[config.mk]
export PLATFORM = sky130hd
export DESIGN_NAME = sbsc_ctrl
export DESIGN_NICKNAME = d
export VERILOG_FILES = /design/src/hdl/sbsc_pkg.sv /design/src/hdl/sbsc_fifo.sv /design/src/hdl/sbsc_ctrl.sv
export SDC_FILE = /design/constraint.sdc
export NUM_CORES = 1
export LEC_CHECK = 0
export CORE_MARGIN = 2
export CORE_UTILIZATION = 50
export CTS_CLUSTER_DIAMETER = 40
export CTS_CLUSTER_SIZE = 16
export DETAILED_ROUTE_END_ITERATION = 10
export DONT_BUFFER_PORTS = 1
export SYNTH_ARGS = -nofsm -noshare
export SYNTH_HDL_FRONTEND = slang
export SYNTH_SLANG_ARGS = --single-unit
export TNS_END_PERCENT = 50
[constraint.sdc]
create_clock -name clk_sys_i -period 17.2 [get_ports clk_sys_i]
set_clock_uncertainty 0.2 [all_clocks]
set_input_delay 1.72 -clock clk_sys_i [delete_from_list [all_inputs] [get_ports clk_sys_i]]
set_output_delay 1.72 -clock clk_sys_i [all_outputs]
set_load 0.02 [all_outputs]
[src/hdl/sbsc_pkg.sv]
// constants, types and operation summary of the burst sram control logic
// Overview of operation
// - selected, load, write high on a taken edge: latch address, start read burst.
// - advance on a taken edge: step the burst counter and continue the previous cycle.
// - read with output enable high does nothing visible; bus stays high-impedance.
// - selected, load, write low with lanes: latch address, start write of those lanes.
// - write strobe low without lanes writes nothing, bus high-impedance, also in bursts.
// - load with any chip select inactive gives a deselect with high-impedance bus.
// - advance continues deselect only after a deselect or reset; never entered from a read or write.
// - clock gate high: edge ignored, address and state held.
// - stalled edge keeps a driven read driven and a write high-impedance.
// - output drivers are off during write cycles whatever output enable does.
// - all outputs high-impedance from power-up.
// - two-bit burst counter wraps to the loaded value after four accesses.
// - order select low: linear burst, low bits step by one modulo four.
// - order select high: interleaved burst, start value xor step count.
// - flow-through when its select is low, pipeline when high; sleep defaults inactive.
// - sleep six edges after request rises (two once synchronised), state kept, resume after recovery.
// - asleep: deselected, inputs but sleep ignored, outputs high-impedance.
// - inputs sampled on rising edge; output enable and sleep act asynchronously.
// - pipeline read data one edge after access; flow-through one cycle sooner.
// - each active-low lane write covers one nine-bit byte; any lane mix allowed.
package sbsc_pkg;
  localparam int ADDR_W    = 18;
  localparam int LANES     = 4;
  localparam int LANE_W    = 9;
  localparam int DATA_W    = LANES * LANE_W;
  localparam int BURST_W   = 2;
  localparam int FIFO_DEPTH = 4;

  localparam int CLK_PERIOD_NS      = 50;
  localparam int SLEEP_ENTRY_CYC    = 2;
  localparam int SLEEP_RECOVERY_NS  = 100;
  localparam int SLEEP_RECOVERY_CYC = (SLEEP_RECOVERY_NS + CLK_PERIOD_NS - 1) / CLK_PERIOD_NS;
  localparam int SLEEP_CNT_W        = 4;

  localparam logic [LANES-1:0]   LANES_NONE = 4'h0;
  localparam logic [BURST_W-1:0] STEP_ONE   = 2'h1;
  localparam logic [BURST_W-1:0] STEP_ZERO  = 2'h0;

  typedef enum logic [1:0] {
    OP_NONE  = 2'b00,
    OP_READ  = 2'b01,
    OP_WRITE = 2'b10,
    OP_DESEL = 2'b11
  } sbsc_op_e;

  typedef struct packed {
    sbsc_op_e          op;
    logic [ADDR_W-1:0] addr;
    logic [LANES-1:0]  lanes;
  } sbsc_stage_s;

  typedef struct packed {
    logic [ADDR_W-1:0] addr;
    logic [LANES-1:0]  lanes;
    logic [DATA_W-1:0] data;
  } sbsc_wr_word_s;

  localparam int WR_WORD_W = ADDR_W + LANES + DATA_W;
endpackage

[src/hdl/sbsc_fifo.sv]
// small valid/ready fifo carrying write words toward the array
`timescale 1ns/1ps
`default_nettype none
module sbsc_fifo #(
  parameter int WIDTH = 8,
  parameter int DEPTH = 4
) (
  input  wire logic             clk_sys_i,
  input  wire logic             rst_n_i,
  input  wire logic             in_valid_i,
  output logic                  in_ready_o,
  input  wire logic [WIDTH-1:0] in_data_i,
  output logic                  out_valid_o,
  input  wire logic             out_ready_i,
  output logic      [WIDTH-1:0] out_data_o
);
  localparam int PW = $clog2(DEPTH);
  logic [WIDTH-1:0] mem [DEPTH];
  logic [PW:0]      wr_ptr;
  logic [PW:0]      rd_ptr;
  logic             push;
  logic             pop;

  assign in_ready_o  = !((wr_ptr[PW] != rd_ptr[PW]) && (wr_ptr[PW-1:0] == rd_ptr[PW-1:0]));
  assign out_valid_o = (wr_ptr != rd_ptr);
  assign push        = in_valid_i && in_ready_o;
  assign pop         = out_valid_o && out_ready_i;
  assign out_data_o  = mem[rd_ptr[PW-1:0]];

  always_ff @(posedge clk_sys_i or negedge rst_n_i) begin
    if (!rst_n_i) begin
      wr_ptr <= '0;
      rd_ptr <= '0;
    end else begin
      if (push) begin
        wr_ptr <= wr_ptr + 1'b1;
      end
      if (pop) begin
        rd_ptr <= rd_ptr + 1'b1;
      end
    end
  end

  always_ff @(posedge clk_sys_i) begin
    if (push) begin
      mem[wr_ptr[PW-1:0]] <= in_data_i;
    end
  end
endmodule // sbsc_fifo
`default_nettype wire

[src/hdl/sbsc_ctrl.sv]
// cycle decode, burst counter, data pipeline and sleep control of the burst sram
`timescale 1ns/1ps
`default_nettype none
module sbsc_ctrl (
  input  wire logic                              clk_sys_i,
  input  wire logic                              reset_n_i,
  input  wire logic [sbsc_pkg::ADDR_W-1:0]       addr_i,
  input  wire logic                              clk_gate_n_i,
  input  wire logic                              load_or_advance_i,
  input  wire logic                              write_n_i,
  input  wire logic [sbsc_pkg::LANES-1:0]        byte_lane_write_n_i,
  input  wire logic                              chip_sel_first_n_i,
  input  wire logic                              chip_sel_second_i,
  input  wire logic                              chip_sel_third_n_i,
  input  wire logic                              out_en_n_i,
  input  wire logic                              sleep_request_i,
  input  wire logic                              flow_through_sel_n_i,
  input  wire logic                              burst_order_sel_n_i,
  input  wire logic [sbsc_pkg::DATA_W-1:0]       dq_i,
  output logic      [sbsc_pkg::DATA_W-1:0]       dq_o,
  output logic                                   dq_oe_o,
  output logic      [sbsc_pkg::ADDR_W-1:0]       core_rd_addr_o,
  output logic                                   core_rd_o,
  input  wire logic [sbsc_pkg::DATA_W-1:0]       core_rdata_i,
  output logic                                   core_wr_valid_o,
  input  wire logic                              core_wr_ready_i,
  output var sbsc_pkg::sbsc_wr_word_s            core_wr_o,
  output logic                                   write_buf_ready_o,
  output logic                                   asleep_o
);
  logic [1:0]                          rst_ff;
  logic                                rst_n;
  logic [2:0]                          sleep_ff;
  logic                                sleep_level;
  logic [sbsc_pkg::SLEEP_CNT_W-1:0]    sleep_cnt;
  logic                                asleep;
  logic                                take;
  logic                                flow_mode;
  logic                                selected;
  sbsc_pkg::sbsc_op_e                  last_op;
  logic [sbsc_pkg::ADDR_W-1:0]         burst_base;
  logic [sbsc_pkg::BURST_W-1:0]        burst_step;
  logic [sbsc_pkg::BURST_W-1:0]        next_step;
  sbsc_pkg::sbsc_stage_s               next_stage;
  sbsc_pkg::sbsc_stage_s               stage1;
  sbsc_pkg::sbsc_stage_s               stage2;
  sbsc_pkg::sbsc_stage_s               out_stage;
  sbsc_pkg::sbsc_stage_s               wr_stage;
  logic [sbsc_pkg::DATA_W-1:0]         rdata1;
  logic [sbsc_pkg::DATA_W-1:0]         rdata2;
  sbsc_pkg::sbsc_wr_word_s             wr_word;
  logic                                wr_push;
  logic                                wr_ready;

  // burst address low bits for a given start and step count
  function automatic logic [sbsc_pkg::BURST_W-1:0] burst_low(
    input logic [sbsc_pkg::BURST_W-1:0] start,
    input logic [sbsc_pkg::BURST_W-1:0] step,
    input logic                         interleave
  );
    burst_low = interleave ? (start ^ step) : 2'(start + step);
  endfunction

  // reset release through two flops; the assertion edge stays asynchronous
  always_ff @(posedge clk_sys_i or negedge reset_n_i) begin
    if (!reset_n_i) begin
      rst_ff <= 2'b00;
    end else begin
      rst_ff <= {rst_ff[0], 1'b1};
    end
  end
  assign rst_n = rst_ff[1];

  // sleep request is asynchronous; a change counts once the last two stages agree
  always_ff @(posedge clk_sys_i or negedge rst_n) begin
    if (!rst_n) begin
      sleep_ff    <= 3'b000;
      sleep_level <= 1'b0;
    end else begin
      sleep_ff <= {sleep_ff[1:0], sleep_request_i};
      if (sleep_ff[1] == sleep_ff[2]) begin
        sleep_level <= sleep_ff[2];
      end
    end
  end

  // sleep entry after two cycles of request, exit after the recovery count
  always_ff @(posedge clk_sys_i or negedge rst_n) begin
    if (!rst_n) begin
      sleep_cnt <= '0;
      asleep    <= 1'b0;
    end else if (sleep_level != asleep) begin
      if (!asleep && sleep_cnt == 4'(sbsc_pkg::SLEEP_ENTRY_CYC - 1)) begin
        asleep    <= 1'b1;
        sleep_cnt <= '0;
      end else if (asleep && sleep_cnt == 4'(sbsc_pkg::SLEEP_RECOVERY_CYC - 1)) begin
        asleep    <= 1'b0;
        sleep_cnt <= '0;
      end else begin
        sleep_cnt <= sleep_cnt + 4'h1;
      end
    end else begin
      sleep_cnt <= '0;
    end
  end
  assign asleep_o = asleep;

  // while asleep every edge is treated like a stall so internal state survives
  assign take      = !clk_gate_n_i && !asleep && rst_n;
  // the strap pin is pulled high when open, which selects pipeline
  assign flow_mode = !flow_through_sel_n_i;
  assign selected  = !chip_sel_first_n_i && chip_sel_second_i && !chip_sel_third_n_i;

  // cycle decode of the synchronous control inputs
  always_comb begin
    next_stage = '{op: sbsc_pkg::OP_DESEL, addr: addr_i, lanes: sbsc_pkg::LANES_NONE};
    next_step  = sbsc_pkg::STEP_ZERO;
    if (!load_or_advance_i) begin
      if (!selected) begin
        next_stage.op = sbsc_pkg::OP_DESEL;
      end else if (write_n_i) begin
        next_stage.op = sbsc_pkg::OP_READ;
      end else if (byte_lane_write_n_i == ~sbsc_pkg::LANES_NONE) begin
        next_stage.op = sbsc_pkg::OP_DESEL;
      end else begin
        next_stage.op    = sbsc_pkg::OP_WRITE;
        next_stage.lanes = ~byte_lane_write_n_i;
      end
    end else begin
      next_step       = 2'(burst_step + sbsc_pkg::STEP_ONE);
      next_stage.addr = {burst_base[sbsc_pkg::ADDR_W-1:sbsc_pkg::BURST_W],
                         burst_low(burst_base[sbsc_pkg::BURST_W-1:0], next_step, burst_order_sel_n_i)};
      case (last_op)
        sbsc_pkg::OP_READ: begin
          next_stage.op = sbsc_pkg::OP_READ;
        end
        sbsc_pkg::OP_WRITE: begin
          next_stage.op    = sbsc_pkg::OP_WRITE;
          next_stage.lanes = ~byte_lane_write_n_i;
        end
        default: begin
          next_stage.op = sbsc_pkg::OP_DESEL;
        end
      endcase
    end
  end

  // burst state: base address kept at load, step count advanced on continue
  always_ff @(posedge clk_sys_i or negedge rst_n) begin
    if (!rst_n) begin
      last_op    <= sbsc_pkg::OP_NONE;
      burst_base <= '0;
      burst_step <= sbsc_pkg::STEP_ZERO;
    end else if (take) begin
      last_op    <= next_stage.op;
      burst_step <= next_step;
      if (!load_or_advance_i) begin
        burst_base <= addr_i;
      end
    end
  end

  // array read issued from the decode so the result is caught at the command edge
  assign core_rd_addr_o = next_stage.addr;
  assign core_rd_o      = take && next_stage.op == sbsc_pkg::OP_READ;

  // two-stage command and read-data pipeline; held on stalled edges
  always_ff @(posedge clk_sys_i or negedge rst_n) begin
    if (!rst_n) begin
      stage1 <= '{op: sbsc_pkg::OP_NONE, addr: '0, lanes: '0};
      stage2 <= '{op: sbsc_pkg::OP_NONE, addr: '0, lanes: '0};
      rdata1 <= '0;
      rdata2 <= '0;
    end else if (take) begin
      stage1 <= next_stage;
      stage2 <= stage1;
      rdata1 <= core_rdata_i;
      rdata2 <= rdata1;
    end
  end

  // flow-through reads from the first stage, pipeline from the output register
  assign out_stage = flow_mode ? stage1 : stage2;
  assign dq_o      = flow_mode ? rdata1 : rdata2;
  // output enable gates the drivers without a clock; writes never drive
  assign dq_oe_o   = out_stage.op == sbsc_pkg::OP_READ && !out_en_n_i && !asleep && rst_n;

  // write data is taken one edge after the command in flow-through, two in pipeline
  assign wr_stage = flow_mode ? stage1 : stage2;
  assign wr_word  = '{addr: wr_stage.addr, lanes: wr_stage.lanes, data: dq_i};
  // an abort carries no lanes and is never queued; a full buffer drops the word
  assign wr_push  = take && wr_stage.op == sbsc_pkg::OP_WRITE && wr_stage.lanes != sbsc_pkg::LANES_NONE;

  sbsc_fifo #(
    .WIDTH (sbsc_pkg::WR_WORD_W),
    .DEPTH (sbsc_pkg::FIFO_DEPTH)
  ) u_wr_fifo (
    .clk_sys_i   (clk_sys_i),
    .rst_n_i     (rst_n),
    .in_valid_i  (wr_push),
    .in_ready_o  (wr_ready),
    .in_data_i   (wr_word),
    .out_valid_o (core_wr_valid_o),
    .out_ready_i (core_wr_ready_i),
    .out_data_o  (core_wr_o)
  );
  assign write_buf_ready_o = wr_ready;
endmodule // sbsc_ctrl
`default_nettype wire

==> impl_metrics.json, run 1 <==
{
  "dr.first_iter.drc_count": 444,
  "synth_enable_flop_cells": 232,
  "die_w_microns": 180,
  "rows": 64,
  "post_cts_resized": 0,
  "cts_tree": "built",
  "synth_cell_types": 42,
  "cts_buffer_depth": 3,
  "worstMarginPinSlew_ns": 0.876,
  "setup_viol": 0,
  "fin_crit_sh": 0.297,
  "clkPwrFrac": 0.321,
  "via_per_inst": 5.32,
  "yosys_register_bits": 389,
  "root_buffer": "clkbuf_16",
  "tns_ns": 0,
  "vias": 7820,
  "place_congestion": 0.745,
  "track_usage": 0.179,
  "synth_nets": 1156,
  "final_max_slew_viol_count": 0,
  "switching_share": 0.330,
  "dp_hpwl_microns": 17300,
  "final_util": 0.569,
  "power.internal_uw": 2030,
  "timing.rr.start": "rst_ff[1]$_DFF_PN0_",
  "antenna_found_initial": 0,
  "h-tree-depth": 2,
  "final_layout_size_suffix_gt1_frac": 0.212,
  "grt_max_degree": 86,
  "final_common_cell": "nand2_1",
  "p_leak_uw": 0.00691,
  "required_ns": 15.28,
  "wl_microns": 28900,
  "maxCapViolCount": 0,
  "diodes": 0,
  "timing.fmax_ghz": 0.195,
  "area_growth_pct": 11.9,
  "drc": 0,
  "vdd_drop_max_mv": 0.112,
  "cts_setup_buffers": 0,
  "start_util": 0.508,
  "synth_flop_cell": "edfxtp_1",
  "rsz0062_at_grt": "false",
  "cts_sinks": 389,
  "ys_seq_area_frac": 0.701,
  "wire_per_inst_microns": 19.7,
  "routed.top_layer": "met4",
  "min_period_ns": 5.12,
  "holdWs_ns": 0.118,
  "synth_cells": 1041,
  "die_area_sq_mm": 0.0325,
  "place.port_buffers": 0,
  "hold_viol_final": 0,
  "numCtsBuffers": 48,
  "startpoint_type": "flop",
  "power_frac_comb": 0.245,
  "insertion_delay_ns": 0.55,
  "chipHeight_microns": 180,
  "worstPathMaxFanout": 65,
  "powerDensity_mw_per_mm2": 174,
  "cp-end-kind": "primary output",
  "dr.pass1.iters": 5,
  "relSlewSlack": 0.411,
  "nets": 1148,
  "cts_hold_buf": 0,
  "met1_length_microns": 13100,
  "cp-startpoint": "rst_ff[1]$_DFF_PN0_",
  "syn_area_sq_mm": 0.0155,
  "ios": 224,
  "synthArstFlopShare": 0.404,
  "core-area_sq_mm": 0.0306,
  "grt_pass1_wl_microns": 45800,
  "layout.cells.most_common_list": "nand2_1, edfxtp_1, dfrtp_1",
  "grt_pass1_vias": 8046,
  "status": "finished, final reports clean",
  "synthesis.area_per_instance_sq_um": 14.9,
  "p_switching_uw": 1000,
  "met2_length_microns": 12800,
  "drtAntennaViolNets": 0,
  "clk_pin_slew_worst_paths_ns": 0.07,
  "wl_met3_microns": 2440,
  "critPathArrivalTime_ns": 3.20,
  "hp-class": "reg -> async",
  "path_class": "reg -> out",
  "ys.warnings.count": 0,
  "seqPwrFrac": 0.433,
  "grt-ovfl-total": 0
}
## metal layers
| metal | up-vias | GRT usage |
|---|---|---|
| li1 | 3662 | - |
| met1 | 3877 | 0.258 |
| met2 | 238 | 0.263 |
| met3 | 43 | 0.0578 |
| met4 | 0 | 0.0490 |
| met5 | - | 0 |
## synth_stat cells (2+ instances only)
cell	instances	area [sq um]
xnor2_1	8	70.1
o21ai_1	5	25.0
mux2_2	55	619
nand3_1	6	30.0
and2_1	3	18.8
buf_4	20	150
o21ai_0	2	10.0
nor3b_2	2	25.0
buf_1	8	30.0
xor2_1	3	26.3
ha_1	8	100
inv_1	5	18.8
nor2b_1	2	12.5
nor4b_2	2	30.0
mux2_1	42	473
clkbuf_1	29	109
nor2_1	11	41.3
a21oi_1	4	20.0
buf_2	12	60.1
dfrtp_1	157	3930
edfxtp_1	232	6970
nand2_1	348	1310
mux4_2	58	1310
## registers in the layout, indices dropped and copies added (netlist names)
register,count
burst_step,2
sleep_cnt,4
sleep_level,1
stage2,24
u_wr_fifo.rd_ptr,3
asleep_o,1
u_wr_fifo.wr_ptr,3
rst_ff,2
burst_base,18
stage1,24
u_wr_fifo.mem,232
rdata2,36
rdata1,36
sleep_ff,3
## critical path: stages, from the launching register on
cell      delay [ns]
dfrtp_4         0.78
buf_4           0.76
nand2b_1        0.15
or2_4           0.48
nor2_1          0.42
## area by class of cell
type / count / area (sq um)
clock inverters: 37 / 319
multi-input cells: 576 / 4290
inverters: 6 / 22.5
well taps: 396 / 495
flip-flops and latches: 389 / 10900
fillers: 2455 / 13200
clock buffers: 53 / 1270
repair buffers: 12 / 90.1
## final timing paths
kind | to | slack [ns] | cells past startpoint
max | core_rd_o | 12.08 | 4
min | burst_step[1]$_DFFE_PN0P_ | 0.12 | 0
max reg2reg | u_wr_fifo.mem[1][16]$_DFFE_PP_ | 12.84 | 6
min reg2reg | burst_step[1]$_DFFE_PN0P_ | 0.12 | 0
max in group asynchronous | rdata2[28]$_DFFE_PN0P_ | 15.41 | 1
min in group clk_sys_i | sleep_ff[1]$_DFF_PN0_ | 0.14 | 0
## cells by family after synthesis
kind of cell	share of synthesized area
xor gates and xnor gates	0.00764
other	0.000241
AOI/OAI and AO/OA	0.00579
muxes	0.156
DFF	0.701
and+or+nand+nor	0.0981
buffers and inverters	0.0246
adders and majority gates	0.00708
## power by group through the flow
stage | Sequential [uW] | Combinational (uW) | Clock (uW)
finish | 1310 | 743 | 974
global route | 1340 | 811 | 1040
CTS | 1320 | 758 | 999
detailed placement | 1330 | 755 | 0
global placement | 1330 | 747 | 0
floorplan | 1280 | 677 | 0
## stage by stage
| step | cells | power (uW) | worst slack, ns | cell area, sq um |
|---|---|---|---|---|
| floorplan | 1041 | 1960 | 8.60 | 15500 |
| global placement | 1379 | 2080 | 12.47 | 15800 |
| detailed placement | 1379 | 2090 | 12.50 | 15800 |
| CTS | 1469 | 3080 | 11.96 | 17400 |
| global route | 1469 | 3200 | 11.69 | 17400 |
| finish | 1469 | 3030 | 12.08 | 17400 |
(Power assumes the default switching activity.)
==> run 2, diff against run 1 <==
Clock period 17.2 ns to 5.23 ns, I/O delays scaled along.
==> impl_metrics.json, run 2 (synthesis gave the netlist of run 1 again) <==
{
  "largest_reg_flops": 232,
  "p_leak_uw": 0.00740,
  "insertion_delay_ns": 0.54,
  "min_period_ns": 3.44,
  "grt_max_degree": 98,
  "start_util": 0.508,
  "final_max_slew_viol_count": 0,
  "grt_pass1_vias": 8552,
  "grt-ovfl-total": 0,
  "ff2ff_setup_slack_ns": 1.79,
  "holdWs_ns": -0.00436,
  "rr_worst_depth": 5,
  "core-area_sq_mm": 0.0306,
  "via_per_inst": 5.21,
  "hold_viol_final": 8,
  "die_w_microns": 180,
  "final_common_cell": "nand2_1",
  "dp_hpwl_microns": 17300,
  "place_congestion": 0.741,
  "vias": 8195,
  "cp-startpoint": "u_wr_fifo.rd_ptr[0]$_DFFE_PN0P_",
  "final_layout_size_suffix_gt1_frac": 0.191,
  "dr.first_iter.drc_count": 490,
  "wl_microns": 29800,
  "chipHeight_microns": 180,
  "vdd_drop_max_mv": 0.326,
  "critical-path-max-stage-delay_ns": 0.73,
  "antenna_found_initial": 0,
  "numCtsBuffers": 49,
  "track_usage": 0.186,
  "crit_family": "simple AND/OR/NAND/NOR gates",
  "drc": 0,
  "layout.cells.most_common_list": "nand2_1, edfxtp_1, dfrtp_1",
  "critPathArrivalTime_ns": 3.42,
  "timing.fmax_ghz": 0.291,
  "timing.rr.start": "u_wr_fifo.rd_ptr[0]$_DFFE_PN0P_",
  "worst_slack_ns": 1.79,
  "reg2reg_to": "u_wr_fifo.mem[1][20]$_DFFE_PP_",
  "cp_cell_sequence": "xnor2_1 > nand3b_1 > nor3b_2 > and2_2 > buf_4",
  "status": "complete, but fails checks",
  "worstPathMaxFanout": 30,
  "root_buffer": "clkbuf_16",
  "setup_viol": 0,
  "dp_slack_ns": 1.68,
  "h-tree-depth": 2,
  "powerDensity_mw_per_mm2": 555,
  "die_area_sq_mm": 0.0325,
  "rsz0062_at_grt": "false",
  "clk_pin_slew_worst_paths_ns": 0.06,
  "tns_ns": 0,
  "worstMarginPinSlew_ns": 1.12,
  "path_class": "reg -> reg",
  "p_total_uw": 10300,
  "required_ns": 5.21,
  "startpoint_type": "flop",
  "path_buf_inv": 1,
  "nets": 1249,
  "violations": "hold timing",
  "area_growth_pct": 19.1,
  "final_util": 0.605,
  "fin_crit_sh": 0.658,
  "wire_per_inst_microns": 19.0,
  "dr.pass1.iters": 5,
  "ios": 224,
  "cp-end-kind": "flop",
  "cts_buffer_depth": 3,
  "relSlewSlack": 0.248,
  "grt_pass1_wl_microns": 48100,
  "maxCapViolCount": 0,
  "cts_tree": "built",
  "place.port_buffers": 0,
  "slowest_stage": "and2_2",
  "rows": 64,
  "cts_sinks": 389,
  "hp-class": "reg -> async",
  "drtAntennaViolNets": 0,
  "cts_setup_buffers": 0
}
[run 2: changes by cell type in the layout (fill, tap and decap cells not counted), sizes merged]
cell / delta
diode: +1
clkinvlp: -4
clkbuf: +6
bufinv: +5
dlygate4sd3: +100
inv: -5
[run 2: worst max path at each step]
stage / cells past startpoint / endpoint
3_5_place_dp: 5 / u_wr_fifo.mem[1][6]$_DFFE_PP_
4_1_cts: 5 / u_wr_fifo.mem[1][20]$_DFFE_PP_
6_report: 5 / u_wr_fifo.mem[1][20]$_DFFE_PP_
3_3_place_gp: 5 / u_wr_fifo.mem[1][2]$_DFFE_PP_
5_1_grt: 5 / u_wr_fifo.mem[1][20]$_DFFE_PP_
2_1_floorplan: 3 / u_wr_fifo.mem[3][0]$_DFFE_PP_
[run 2: cell type report]
cell class | count | area [sq um]
fill | 2364 | 12100
sequential | 389 | 10900
multi-input combinational | 576 | 4290
clock buffer | 59 | 1350
timing repair buffer | 112 | 1090
tap | 396 | 495
clock inverter | 33 | 362
inverter | 6 | 22.5
antenna | 1 | 2.50
[run 2: repair_timing]
action | 4_1_cts | 5_1_grt
hold buffers | 100 | 0
endpoints found under the hold margin | 211 | 0
resized for setup | 0 | 0
[run 2: routing by layer]
layer	vias to the layer above	track usage	share of wire
li1	3870	-	-
met1	4037	0.264	0.45
met2	247	0.289	0.46
met3	41	0.0530	0.070
met4	0	0.0423	0.015
met5	-	0	0
[run 2: power breakdown]
part           internal [uW]  leakage (uW)  switching [uW]
sequential              3890       0.00406             380
clock                   2150      0.000834            1280
combinational            981       0.00251            1600
total                   7020       0.00740            3250
[run 2: through the flow]
step                area [sq um]  cells
floorplan                  15600   1041
global placement           15800   1379
detailed placement         15800   1379
CTS                        18500   1571
global route               18500   1571
finish                     18500   1572
[run 2: worst reg2reg max path, delay by kind of cell (launching register included)]
kind	cells	cell delay (ns)
AND/OR/NAND/NOR	3	1.50
flip-flops	1	0.63
buffers and inverters	1	0.52
XOR/XNOR	1	0.21
==> run 3, diff against run 2 <==
Clock period 5.23 ns to 3.6 ns, I/O delays scaled along.
==> impl_metrics.json, run 3 (synthesis gave the netlist of run 1 again) <==
{
  "critPathMostFrequentCell": "buf_4",
  "place_congestion": 0.715,
  "drc": 0,
  "insertion_delay_ns": 0.54,
  "final_layout_size_suffix_gt1_frac": 0.193,
  "vias": 8335,
  "grt_pass1_wl_microns": 48400,
  "cp-end-kind": "primary output",
  "holdWs_ns": 0.00109,
  "layout.cells.most_common_list": "nand2_1, edfxtp_1, dfrtp_1",
  "via_per_inst": 5.28,
  "largest_reg_flops": 232,
  "dp_hpwl_microns": 17500,
  "cts_tree": "built",
  "final_max_slew_viol_count": 0,
  "place.port_buffers": 0,
  "relSlewSlack": 0.360,
  "cts_buffer_depth": 3,
  "status": "finished, final reports clean",
  "track_usage": 0.187,
  "wire_per_inst_microns": 19.2,
  "final_common_cell": "nand2_1",
  "area_growth_pct": 19.7,
  "power.internal_uw": 10100,
  "numCtsBuffers": 48,
  "h-tree-depth": 2,
  "chipHeight_microns": 180,
  "ios": 224,
  "grt-ovfl-total": 0,
  "worstPathMaxFanout": 36,
  "grt_pass1_vias": 8575,
  "p_leak_uw": 0.00743,
  "cts_setup_buffers": 0,
  "timing.fmax_ghz": 0.301,
  "drtAntennaViolNets": 0,
  "power_frac_comb": 0.259,
  "die_w_microns": 180,
  "seqPwrFrac": 0.414,
  "switching_share": 0.323,
  "min_period_ns": 3.33,
  "crit_family": "buffers and inverters",
  "grt_max_degree": 138,
  "core-area_sq_mm": 0.0306,
  "setup_viol": 0,
  "path_buf_inv": 2,
  "worstMarginPinSlew_ns": 0.956,
  "cts_sinks": 389,
  "layoutNonFillerInstCount": 1579,
  "place_area_sq_mm": 0.0159,
  "slowest_stage": "mux4_2",
  "worst_slack_ns": 0.275,
  "dp_slack_ns": 0.734,
  "die_area_sq_mm": 0.0325,
  "cp_cell_sequence": "buf_4 > buf_4 > mux4_2",
  "maxCapViolCount": 0,
  "powerDensity_mw_per_mm2": 799,
  "dr.first_iter.drc_count": 530,
  "required_ns": 3.04,
  "diodes": 0,
  "startpoint_type": "flop",
  "hold_viol_final": 0,
  "rows": 64,
  "root_buffer": "clkbuf_16",
  "path_class": "reg -> out",
  "dr.pass1.iters": 7,
  "critical-path-max-stage-delay_ns": 0.67,
  "wl_microns": 30400,
  "hp-class": "reg -> async",
  "tns_ns": 0,
  "p_switching_uw": 4800,
  "rsz0062_at_grt": "false",
  "start_util": 0.508,
  "design_area_sq_mm": 0.0186,
  "fin_crit_sh": 0.924,
  "clkPwrFrac": 0.327,
  "critPathArrivalTime_ns": 2.77,
  "placed_cells": 1384,
  "nets": 1261,
  "clk_pin_slew_worst_paths_ns": 0.06,
  "nFillCells": 2303,
  "antenna_found_initial": 0,
  "vdd_drop_max_mv": 0.572
}
## run 3: cell types whose count changed in the layout (fill, tap and decap cells not counted), sizes merged
cell / previous run / this run
clkinv: 12 / 10
diode: 1 / 0
clkinvlp: 5 / 6
bufinv: 6 / 5
dlygate4sd3: 100 / 108
buf: 12 / 17
clkbuf: 59 / 56
## run 3: worst paths after layout
| kind | startpoint | end | slack [ns] | cells past startpoint |
|---|---|---|---|---|
| worst max-delay path | u_wr_fifo.rd_ptr[0]$_DFFE_PN0P_ | core_wr_o[43] | 0.27 | 3 |
| worst min-delay path | rst_ff[1]$_DFF_PN0_ | stage1[22]$_DFFE_PN0P_ | 0.001 | 0 |
| worst min register to register | rst_ff[1]$_DFF_PN0_ | stage1[22]$_DFFE_PN0P_ | 0.001 | 0 |
| worst max register to register | rst_ff[1]$_DFF_PN0_ | stage1[0]$_DFFE_PN0P_ | 0.56 | 6 |
| min in group clk_sys_i | addr_i[9] | stage1[13]$_DFFE_PN0P_ | 0.02 | 3 |
| max in group asynchronous | rst_ff[1]$_DFF_PN0_ | rdata2[11]$_DFFE_PN0P_ | 2.12 | 1 |
## run 3: power groups by stage
stage	registers (uW)	logic [uW]	clock network, uW
2_1_floorplan	6100	3250	0
3_3_place_gp	6200	3730	0
3_5_place_dp	6230	3760	0
4_1_cts	6150	3920	4990
5_1_grt	6280	4200	5180
6_report	6160	3850	4870
## run 3: layout make-up
type / count / area (sq um) / area share
Clock buffer: 56 / 1280 / 0.0689
Clock inverter: 31 / 373 / 0.0200
Inverter: 6 / 22.5 / 0.00121
Multi-Input combinational cell: 576 / 4300 / 0.231
Sequential cell: 389 / 10900 / 0.586
Tap cell: 396 / 495 / 0.0266
Timing Repair Buffer: 125 / 1240 / 0.0665
## run 3: repair_timing
item | in CTS | in global routing
setup endpoints to repair | 0 | 1
hold buffers | 108 | 0
hold endpoints to repair | 286 | 0
resized for setup | 0 | 1
## run 3: per-stage QoR
stage | util | power [uW]
4_1_cts | 0.608 | 15100
6_report | 0.609 | 14900
3_5_place_dp | 0.519 | 9990
5_1_grt | 0.609 | 15700
2_1_floorplan | - | 9350
3_3_place_gp | 0.519 | 9930
## run 3: layer usage
layer	vias to the layer above	wire, microns	GRT usage	share of wire
met5	-	0	0	0
met4	0	599	0.0477	0.020
met3	53	2190	0.0491	0.072
met2	263	13500	0.283	0.44
met1	4128	14100	0.272	0.46
li1	3891	-	-	-
